## src/inc/cfsc_pkg.sv

```systemverilog
// Purpose: shared constants, carrier types and decode helpers for the
//          fieldbus command/state word block
// Assumes: 16-bit process data words, one clock domain
// Notes:   bit positions are indices into the command and state words
package cfsc_pkg;

  // word geometry
  localparam int WORD_W = 16;
  localparam int VEND_W = 4;

  // command word reset and substitute value
  localparam logic [15:0] CMD_DEFAULT = 16'h0005;
  // state word value after reset
  localparam logic [15:0] STATE_RESET = 16'h0000;

  // command word field positions
  localparam int CB_SWITCH_ON = 0;
  localparam int CB_BREAKER = 1;
  localparam int CB_QSTOP_N = 2;
  localparam int CB_EVT_RESET = 7;
  localparam int CB_VALID = 10;
  localparam int CB_WDOG = 11;
  localparam int CB_VEND_LO = 12;

  // state word field positions
  localparam int SB_READY = 0;
  localparam int SB_PU_READY = 1;
  localparam int SB_RUNNING = 2;
  localparam int SB_FAULT = 3;
  localparam int SB_QSTOP_N = 5;
  localparam int SB_WARNING = 7;
  localparam int SB_FB_PLACE = 9;
  localparam int SB_RUN_EN = 11;
  localparam int SB_WDOG = 15;

  // reserved state bits 4,6,8,10,12,13,14
  localparam logic [15:0] SB_RESV_MASK = 16'h7550;

  // unit status carried into the state word
  typedef struct packed {
    logic pu_ready;  // power unit can run
    logic running;   // modulating
    logic fault;     // any fault-level event
    logic warning;   // any warning-level event
    logic fb_place;  // fieldbus is control place
    logic run_en;    // dedicated run-enable input
  } cfsc_unit_t;

  // ready to start the pre-charge / breaker sequence
  function automatic logic cfsc_ready(input logic [15:0] cmd, input logic fault);
    cfsc_ready = cmd[CB_SWITCH_ON] & cmd[CB_BREAKER] & cmd[CB_QSTOP_N] & ~fault;
  endfunction

endpackage

```

## src/hw/cfsc_top.sv

```systemverilog
// Purpose: fieldbus command word intake and state word output for a
//          grid converter unit
// Assumes: received words arrive with RX_VALID, synchronous to CLK
// Notes:   the effective command word drives the unit-side outputs
`timescale 1ns/1ps

module cfsc_top #(
  parameter int DATA_W = cfsc_pkg::WORD_W,
  parameter int VEND_N = cfsc_pkg::VEND_W
) (
  input wire logic CLK,
  input wire logic RESET,
  input wire logic CE,
  input wire logic RX_VALID,
  input wire logic [DATA_W-1:0] RX_WORD,
  input wire logic WD_FAULT,
  input wire logic PU_READY,
  input wire logic RUNNING,
  input wire logic FAULT,
  input wire logic WARNING,
  input wire logic FB_PLACE,
  input wire logic RUN_EN_IN,
  output logic [DATA_W-1:0] CMD_WORD,
  output logic [DATA_W-1:0] STATE_WORD,
  output logic WD_TOGGLE,
  output logic [VEND_N-1:0] VENDOR_FN,
  output logic RUN_PERMIT,
  output logic BREAKER_PERMIT,
  output logic QSTOP_REQ,
  output logic EVENT_RESET,
  output logic READY_OUT
);

  // the word layout is fixed, so only the documented geometry is served
  if (DATA_W != 16) begin : g_chk_width
    $error("cfsc_top: DATA_W must be 16");
  end
  if (VEND_N < 1 || VEND_N > 4) begin : g_chk_vend
    $error("cfsc_top: VEND_N must be 1 to 4");
  end

  logic [15:0] cmd_w;              // effective command word
  logic [15:0] state_w;            // registered state word
  logic wd_w;                      // latest watchdog bit
  cfsc_pkg::cfsc_unit_t unit_w;    // unit status bundle
  logic evt_prev_r;                // bit 7 one cycle back
  logic evt_prev_nxt;
  logic evt_pulse_r;               // event reset strobe
  logic evt_pulse_nxt;
  logic ready_r;                   // ready digital output
  logic ready_nxt;

  // only the command word passes the data-valid gate; no other
  // process data exists in this block, so nothing else is held
  cfsc_cmd_gate u_gate (
    .clk(CLK),
    .rst(RESET),
    .ce(CE),
    .rx_valid(RX_VALID),
    .rx_word(RX_WORD[15:0]),
    .wd_fault(WD_FAULT),
    .cmd_word(cmd_w),
    .wd_toggle(wd_w)
  );

  // unit status bundle
  always_comb begin
    unit_w.pu_ready = PU_READY;
    unit_w.running = RUNNING;
    unit_w.fault = FAULT;
    unit_w.warning = WARNING;
    unit_w.fb_place = FB_PLACE;
    unit_w.run_en = RUN_EN_IN;
  end

  cfsc_state_pack u_state (
    .clk(CLK),
    .rst(RESET),
    .ce(CE),
    .cmd_word(cmd_w),
    .unit(unit_w),
    .state_word(state_w)
  );

  // event reset edge and ready output: next values
  // a held-high bit 7 gives one pulse only; a steady level is ignored
  always_comb begin
    evt_prev_nxt = cmd_w[cfsc_pkg::CB_EVT_RESET];
    evt_pulse_nxt = cmd_w[cfsc_pkg::CB_EVT_RESET] & ~evt_prev_r;
    // same decode and same timing as state bit 0
    ready_nxt = cfsc_pkg::cfsc_ready(cmd_w, FAULT);
  end

  // event reset edge and ready output: registers
  // prev resets to 1 so the default word cannot fake an edge
  always_ff @(posedge CLK or posedge RESET) begin
    if (RESET) begin
      evt_prev_r <= 1'b1;
      evt_pulse_r <= 1'b0;
      ready_r <= 1'b0;
    end else if (CE) begin
      evt_prev_r <= evt_prev_nxt;
      evt_pulse_r <= evt_pulse_nxt;
      ready_r <= ready_nxt;
    end
  end

  // outputs from flip-flops; BREAKER_PERMIT through an AND, QSTOP_REQ through an inverter
  assign CMD_WORD = DATA_W'(cmd_w);
  assign STATE_WORD = DATA_W'(state_w);
  // watchdog bit goes to the supervision outside
  assign WD_TOGGLE = wd_w;
  // vendor functions in bit order from bit 12 up
  assign VENDOR_FN = cmd_w[cfsc_pkg::CB_VEND_LO +: VEND_N];
  // low bit 0 blocks charge, breaker close and running
  assign RUN_PERMIT = cmd_w[cfsc_pkg::CB_SWITCH_ON];
  assign BREAKER_PERMIT = cmd_w[cfsc_pkg::CB_SWITCH_ON] & cmd_w[cfsc_pkg::CB_BREAKER];
  // inverted sense: low bit 2 stops modulation
  assign QSTOP_REQ = ~cmd_w[cfsc_pkg::CB_QSTOP_N];
  assign EVENT_RESET = evt_pulse_r;
  assign READY_OUT = ready_r;
endmodule

```

## src/hw/cfsc_cmd_gate.sv

```systemverilog
// Purpose: data-valid gating of the received command word
// Assumes: rx_valid marks one received word per cycle
// Notes:   watchdog bit bypasses the gate and the fault substitution
`timescale 1ns/1ps
module cfsc_cmd_gate (
  input wire logic clk,
  input wire logic rst,
  input wire logic ce,
  input wire logic rx_valid,
  input wire logic [15:0] rx_word,
  input wire logic wd_fault,
  output logic [15:0] cmd_word,
  output logic wd_toggle
);

  logic [15:0] held_r;   // last accepted word
  logic [15:0] held_nxt;
  logic wd_r;            // latest received watchdog bit
  logic wd_nxt;
  logic [15:0] cmd_r;    // effective word seen by the unit
  logic [15:0] cmd_nxt;

  // next values
  always_comb begin
    held_nxt = held_r;
    wd_nxt = wd_r;
    if (rx_valid) begin
      wd_nxt = rx_word[cfsc_pkg::CB_WDOG];
      if (rx_word[cfsc_pkg::CB_VALID]) begin
        held_nxt = rx_word;
      end
    end
    // fault forces the default but the held word survives it
    cmd_nxt = wd_fault ? cfsc_pkg::CMD_DEFAULT : held_nxt;
    cmd_nxt[cfsc_pkg::CB_WDOG] = wd_nxt;
  end

  // registers, frozen while ce is low
  always_ff @(posedge clk or posedge rst) begin
    if (rst) begin
      held_r <= cfsc_pkg::CMD_DEFAULT;
      wd_r <= 1'b0;
      cmd_r <= cfsc_pkg::CMD_DEFAULT;
    end else if (ce) begin
      held_r <= held_nxt;
      wd_r <= wd_nxt;
      cmd_r <= cmd_nxt;
    end
  end

  assign cmd_word = cmd_r;
  assign wd_toggle = wd_r;

endmodule

```

## src/hw/cfsc_state_pack.sv

```systemverilog
// Purpose: builds the registered 16-bit state word
// Assumes: cmd_word is the effective command word
// Notes:   one cycle from inputs to state word
`timescale 1ns/1ps
module cfsc_state_pack (
  input wire logic clk,
  input wire logic rst,
  input wire logic ce,
  input wire logic [15:0] cmd_word,
  input wire cfsc_pkg::cfsc_unit_t unit,
  output logic [15:0] state_word
);

  logic [15:0] state_r;
  logic [15:0] state_nxt;

  // assemble fields; untouched bits stay zero
  always_comb begin
    state_nxt = 16'h0000;
    state_nxt[cfsc_pkg::SB_READY] = cfsc_pkg::cfsc_ready(cmd_word, unit.fault);
    state_nxt[cfsc_pkg::SB_PU_READY] = unit.pu_ready;
    state_nxt[cfsc_pkg::SB_RUNNING] = unit.running;
    state_nxt[cfsc_pkg::SB_FAULT] = unit.fault;
    state_nxt[cfsc_pkg::SB_QSTOP_N] = cmd_word[cfsc_pkg::CB_QSTOP_N];
    state_nxt[cfsc_pkg::SB_WARNING] = unit.warning;
    state_nxt[cfsc_pkg::SB_FB_PLACE] = unit.fb_place;
    state_nxt[cfsc_pkg::SB_RUN_EN] = unit.run_en;
    state_nxt[cfsc_pkg::SB_WDOG] = cmd_word[cfsc_pkg::CB_WDOG];
  end

  // register
  always_ff @(posedge clk or posedge rst) begin
    if (rst) begin
      state_r <= cfsc_pkg::STATE_RESET;
    end else if (ce) begin
      state_r <= state_nxt;
    end
  end

  assign state_word = state_r;

endmodule

```

## config.mk

```make
export PLATFORM = sky130hd
export DESIGN_NAME = cfsc_top
export DESIGN_NICKNAME = d
export VERILOG_FILES = /design/src/inc/cfsc_pkg.sv /design/src/hw/cfsc_top.sv /design/src/hw/cfsc_cmd_gate.sv /design/src/hw/cfsc_state_pack.sv
export SDC_FILE = /design/constraint.sdc
export NUM_CORES = 1
export LEC_CHECK = 0
export BUFFER_PORTS_ARGS = -buffer_cell sky130_fd_sc_hd__buf_2
export CAP_MARGIN = 20
export CORE_ASPECT_RATIO = 1.75
export CORE_MARGIN = 2
export CORE_UTILIZATION = 44
export DETAILED_ROUTE_END_ITERATION = 12
export GPL_TIMING_DRIVEN = 0
export PLACE_DENSITY = 0.75
export SLEW_MARGIN = 20
export SYNTH_ARGS = -nofsm -noshare
export SYNTH_HDL_FRONTEND = slang
export SYNTH_SLANG_ARGS = --single-unit
```

## constraint.sdc

```tcl
create_clock -name CLK -period 1.4 [get_ports CLK]
set_clock_uncertainty 0.15 [all_clocks]
set_input_delay 0.28 -clock CLK [delete_from_list [all_inputs] [get_ports CLK]]
set_output_delay 0.28 -clock CLK [all_outputs]
set_load 0.005 [all_outputs]
```

Yosys cells after proc, flatten, opt, wreduce, memory -nomap -nowiden

Cells that the tools add are included.

Word-level logic and storage cells: 18
Output and inout bits: 42
Input port bits: 27
Bits in registers: 45

Multiplexer cells: 4
Bitwise operators: 7

Operators with widths:

| operator      | count |
|---|---|
| $mux W16      | 3 |
| $and A1 B1 Y1 | 4 |
| $not A1 Y1    | 3 |
| $mux W1       | 1 |

Logic depth before layout (Yosys ltp)

Depth after elaboration: 3
Depth in mapped cells: 4

Modules after synthesis

From an unflattened synthesis, not the netlist that was laid out.

Cells, all modules: 148
Area total of the unflattened synthesis: 2000.7 µm²

By module, submodules not included:

| module          | cells each | area an instance (µm²) | instances | seq. area each (µm²) |
|---|---|---|---|---|
| cfsc_cmd_gate   | 101        | 1381.3                 | 1         | 780.7 |
| cfsc_state_pack | 29         | 441.7                  | 1         | 225.2 |
| cfsc_top        | 18         | 177.7                  | 1         | 76.3 |

Worst setup path after synthesis

OpenSTA, ideal clock, no wires.

Kind: input -> register
Start: input port RX_VALID
End: register u_gate.held_r[1]
Stages on the path: 3
Path slack: 252 ps
Buffers on the path: 1
Required time: 1125 ps
Arrival: 873 ps
Path through: nand3_2 > buf_6 > mux2_4

Longest elaborated chain between the ends: 1

RTL lines:

| what                 | line                | RTL |
|---|---|---|
| start, declared      | cfsc_top.sv:14      | `input wire logic RX_VALID,` |
| $mux W16             | cfsc_cmd_gate.sv:27 | `if (rx_valid) begin` |
| end signal, assigned | cfsc_cmd_gate.sv:41 | `held_r <= cfsc_pkg::CMD_DEFAULT;` |
| end signal, assigned | cfsc_cmd_gate.sv:45 | `held_r <= held_nxt;` |
| end, declared        | cfsc_cmd_gate.sv:16 | `logic [15:0] held_r;` |

No other way between the ends.
A chain may end at the register's enable or synchronous reset.

Worst setup path in the final report

Start: register u_gate.cmd_r[0] (netlist: u_gate.cmd_word[0])
End: output port BREAKER_PERMIT

Longest elaborated chain between the ends: 1

RTL lines:

| what                   | line                | RTL |
|---|---|---|
| start, declared        | cfsc_cmd_gate.sv:20 | `logic [15:0] cmd_r;` |
| start signal, assigned | cfsc_cmd_gate.sv:43 | `cmd_r <= cfsc_pkg::CMD_DEFAULT;` |
| start signal, assigned | cfsc_cmd_gate.sv:47 | `cmd_r <= cmd_nxt;` |
| $and A1 B1 Y1          | cfsc_top.sv:117     | `assign BREAKER_PERMIT = cmd_w[cfsc_pkg::CB_SWITCH_ON] & cmd_w[cfsc_pkg::CB_BREAKER];` |
| end, declared          | cfsc_top.sv:28      | `output logic BREAKER_PERMIT,` |

No other way between the ends.

==> results_dict.tcl <==
set metrics [dict create \
    drv_slew 0 \
    drtPass1Iterations 2 \
    drt-initial-drc-count 10 \
    synth_enable_flop_cells 0 \
    postRouteWirelength_um 3700 \
    clk_latency_ns 0.30 \
    min_period_ns 1.55 \
    drive_above_1_share_pct 56.3 \
    power_switching_mw 0.744 \
    grt_max_degree 25 \
    ys_top_cells_by_count "dfrtp_1 (37), inv_1 (17), mux2_2 (17)" \
    cts_sinks 42 \
    synthArstFlopShare_pct 100 \
    p_leak_nw 1.30 \
    hold_ws_ns 0.0603 \
    seqPwrFrac_pct 49.7 \
    p_clk_share_pct 30.0 \
    synth.most_common_cell "dfrtp_1" \
    num_rows 31 \
    antenna_left 0 \
    cp.required_ns 0.97 \
    p_int_mw 2.27 \
    synth_warnings 0 \
    wl_per_cell_um 13.7 \
    peakVddDrop_mv 0.860 \
    slew_headroom_pct 65.1 \
    synth_top_cell_area_share_pct 49.2 \
    setup_viol 4 \
    die-area_mm2 0.00484 \
    areaGrowthSynthToFinish_pct 29.6 \
    post-route-period-util_pct 111 \
    routed_via_density 4.83 \
    io_buffers 61 \
    htreeDepth 2 \
    worstPathArrival_ns 1.12 \
    start_util_pct 45.8 \
    antenna_found_initial 0 \
    die_h_um 90.5 \
    cp-start-kind "register" \
    syn-mean-instance-area_um2 13.0 \
    hpwl_um 2800 \
    violations "setup timing" \
    synthTopCellsByArea "dfrtp_1 (49%), mux2_2 (10%), mux2_4 (7.2%), dfstp_2 (7.0%), mux2i_1 (6.4%)" \
    crit_chain "and2_4 > buf_6" \
    io_pins 69 \
    grt_pass1_wl_um 6180 \
    syn-cell-area_mm2 0.00188 \
    cellPowerDensity_mw_per_mm2 1240 \
    yosysSeqAreaShare_pct 56.1 \
    path_clk_slew_ns 0.08 \
    yosys.area.top_type "dfrtp_1" \
    maxCapViolCount 0 \
    slowest_delay_ns 0.57 \
    placedInstanceArea_mm2 0.00230 \
    worst-path-max-fanout 4 \
    grt_pass1_vias 1344 \
    crit_type "reg2out" \
    cts_buffers 5 \
    fin_ws_ns -0.148 \
    status "finished with violations" \
    die_x_um 53.5 \
    hold_path_class "in2reg" \
    fin_nets 248 \
    grt_util_all_layers_pct 17.3 \
    routabilityCongestion 0.704 \
    crit_path_end_kind "output pin" \
    clockRootBuffer "clkbuf_8" \
    core_mm2 0.00411 \
    hold_viol 0 \
    drc 0 \
    vias 1310 \
    synth_seq_cells 42 \
    tightestPinTransition_ns 0.523 \
    worstHoldStart "RUNNING" \
    syn_inst 145 \
    ys_types 22 \
    startpoint "u_gate.cmd_word[0]$_DFFE_PP1P_" \
    post-route-cell-area_mm2 0.00244 \
    sw_frac_of_total_pct 24.7 \
    overflow 0 \
    regToRegStartpoint "u_gate.cmd_word[0]$_DFFE_PP1P_" \
    tritoncts "yes" \
    design_power_total_mw 3.01 \
    maxClockFrequency_mhz 646 \
    combPwrFrac_pct 20.3 \
    synth-main-ff-cell "dfrtp_1" \
    crit_slowest_cell "dfstp_2" \
    fill_cells 362 \
    cts_buffer_depth 2 \
    diodes 0 \
    rsz0062_at_grt "true" \
]
-- sequential cells by signal (all words and copies together), names as in the netlist --
signal and count:
u_state.state_word 9, u_gate.cmd_word 16, evt_prev_r 1, u_gate.held_r 15, EVENT_RESET 1
-- worst paths after layout --
check / slack [ns] / cells after the start / end
worst min register to register: 0.32 / 2 / evt_prev_r$_DFFE_PP1P_
worst max-delay path: -0.15 / 2 / BREAKER_PERMIT
max in group asynchronous: 0.17 / 4 / u_gate.cmd_word[2]$_DFFE_PP1P_
worst max register to register: 0.27 / 3 / u_state.state_word[0]$_DFFE_PP0P_
min in group asynchronous: 0.38 / 3 / u_gate.cmd_word[3]$_DFFE_PP0P_
worst min-delay path: 0.06 / 2 / u_state.state_word[2]$_DFFE_PP0P_
-- power by group through the flow --
stage	clock network, mW	logic (mW)	registers [mW]
finish	0.904	0.613	1.50
global route	0.971	0.679	1.52
CTS	0.925	0.624	1.50
detailed placement	0	0.599	1.52
global placement	0	0.576	1.51
floorplan	0	0.361	1.51
-- metal layers --
| metal | global-route usage (%) | vias to the layer above | wire (um) |
|---|---|---|---|
| li1 | - | 619 | - |
| met1 | 19.8 | 634 | 1510 |
| met2 | 29.3 | 50 | 1880 |
| met3 | 4.14 | 7 | 239 |
| met4 | 7.69 | 0 | 69 |
| met5 | 0 | - | 0 |
-- worst max-delay path: cells and delay by family (launching register included) --
| kind | cells | cell delay, ns |
|---|---|---|
| buffers and inverters | 1 | 0.09 |
| flip-flops | 1 | 0.57 |
| AND/OR/NAND/NOR | 1 | 0.16 |
-- cells by family after synthesis --
family	Yosys count	synth area share, %
flip-flops	42	56.1
multiplexers	38	23.7
buffers and inverters	37	11.0
AO/OA/AOI/OAI	18	6.05
AND/OR/NAND/NOR	9	2.92
other	1	0.199
-- through the flow --
stage / worst slack [ns] / TNS, ns / std cells / utilization (%)
after global routing: -0.172 / -0.498 / 271 / 59.4
after global placement: -0.557 / -22.90 / 261 / 55.3
after CTS: -0.144 / -0.300 / 273 / 59.4
final: -0.148 / -0.363 / 271 / 59.4
after floorplan: 0.00392 / 0 / 151 / -
after detailed placement: -0.119 / -1.28 / 262 / 55.9
-- what timing repair did --
item,4_1_cts,5_1_grt
gates cloned,0,0
resized for setup,2,3
hold endpoints to repair,17,0
setup endpoints to repair,5,10
setup buffers,2,3
hold buffers,1,0
-- final cells by class --
type                    count  area [um^2]  area share [%]
well taps                  49         61.3            2.51
inverters                  17         63.8            2.61
clock buffers               8          110            4.51
repair buffers             68          399            16.4
plain buffers              15          105            4.31
multi-input cells          72          644            26.4
flip-flops and latches     42         1060            43.3
-- placed cells by master, fill, tap and decap left out, drive strengths merged --
cell	instances
a21oi	1
nand2	3
dlygate4sd3	1
clkbuf	9
nand4b	1
buf	81
inv	17
nor2	1
o21ai	2
nand2b	2
o22ai	13
o22a	2
dfstp	5
mux2	26
nand3	1
and2	1
mux2i	12
dfrtp	37
conb	7
Power figures use the tool's default switching activity.
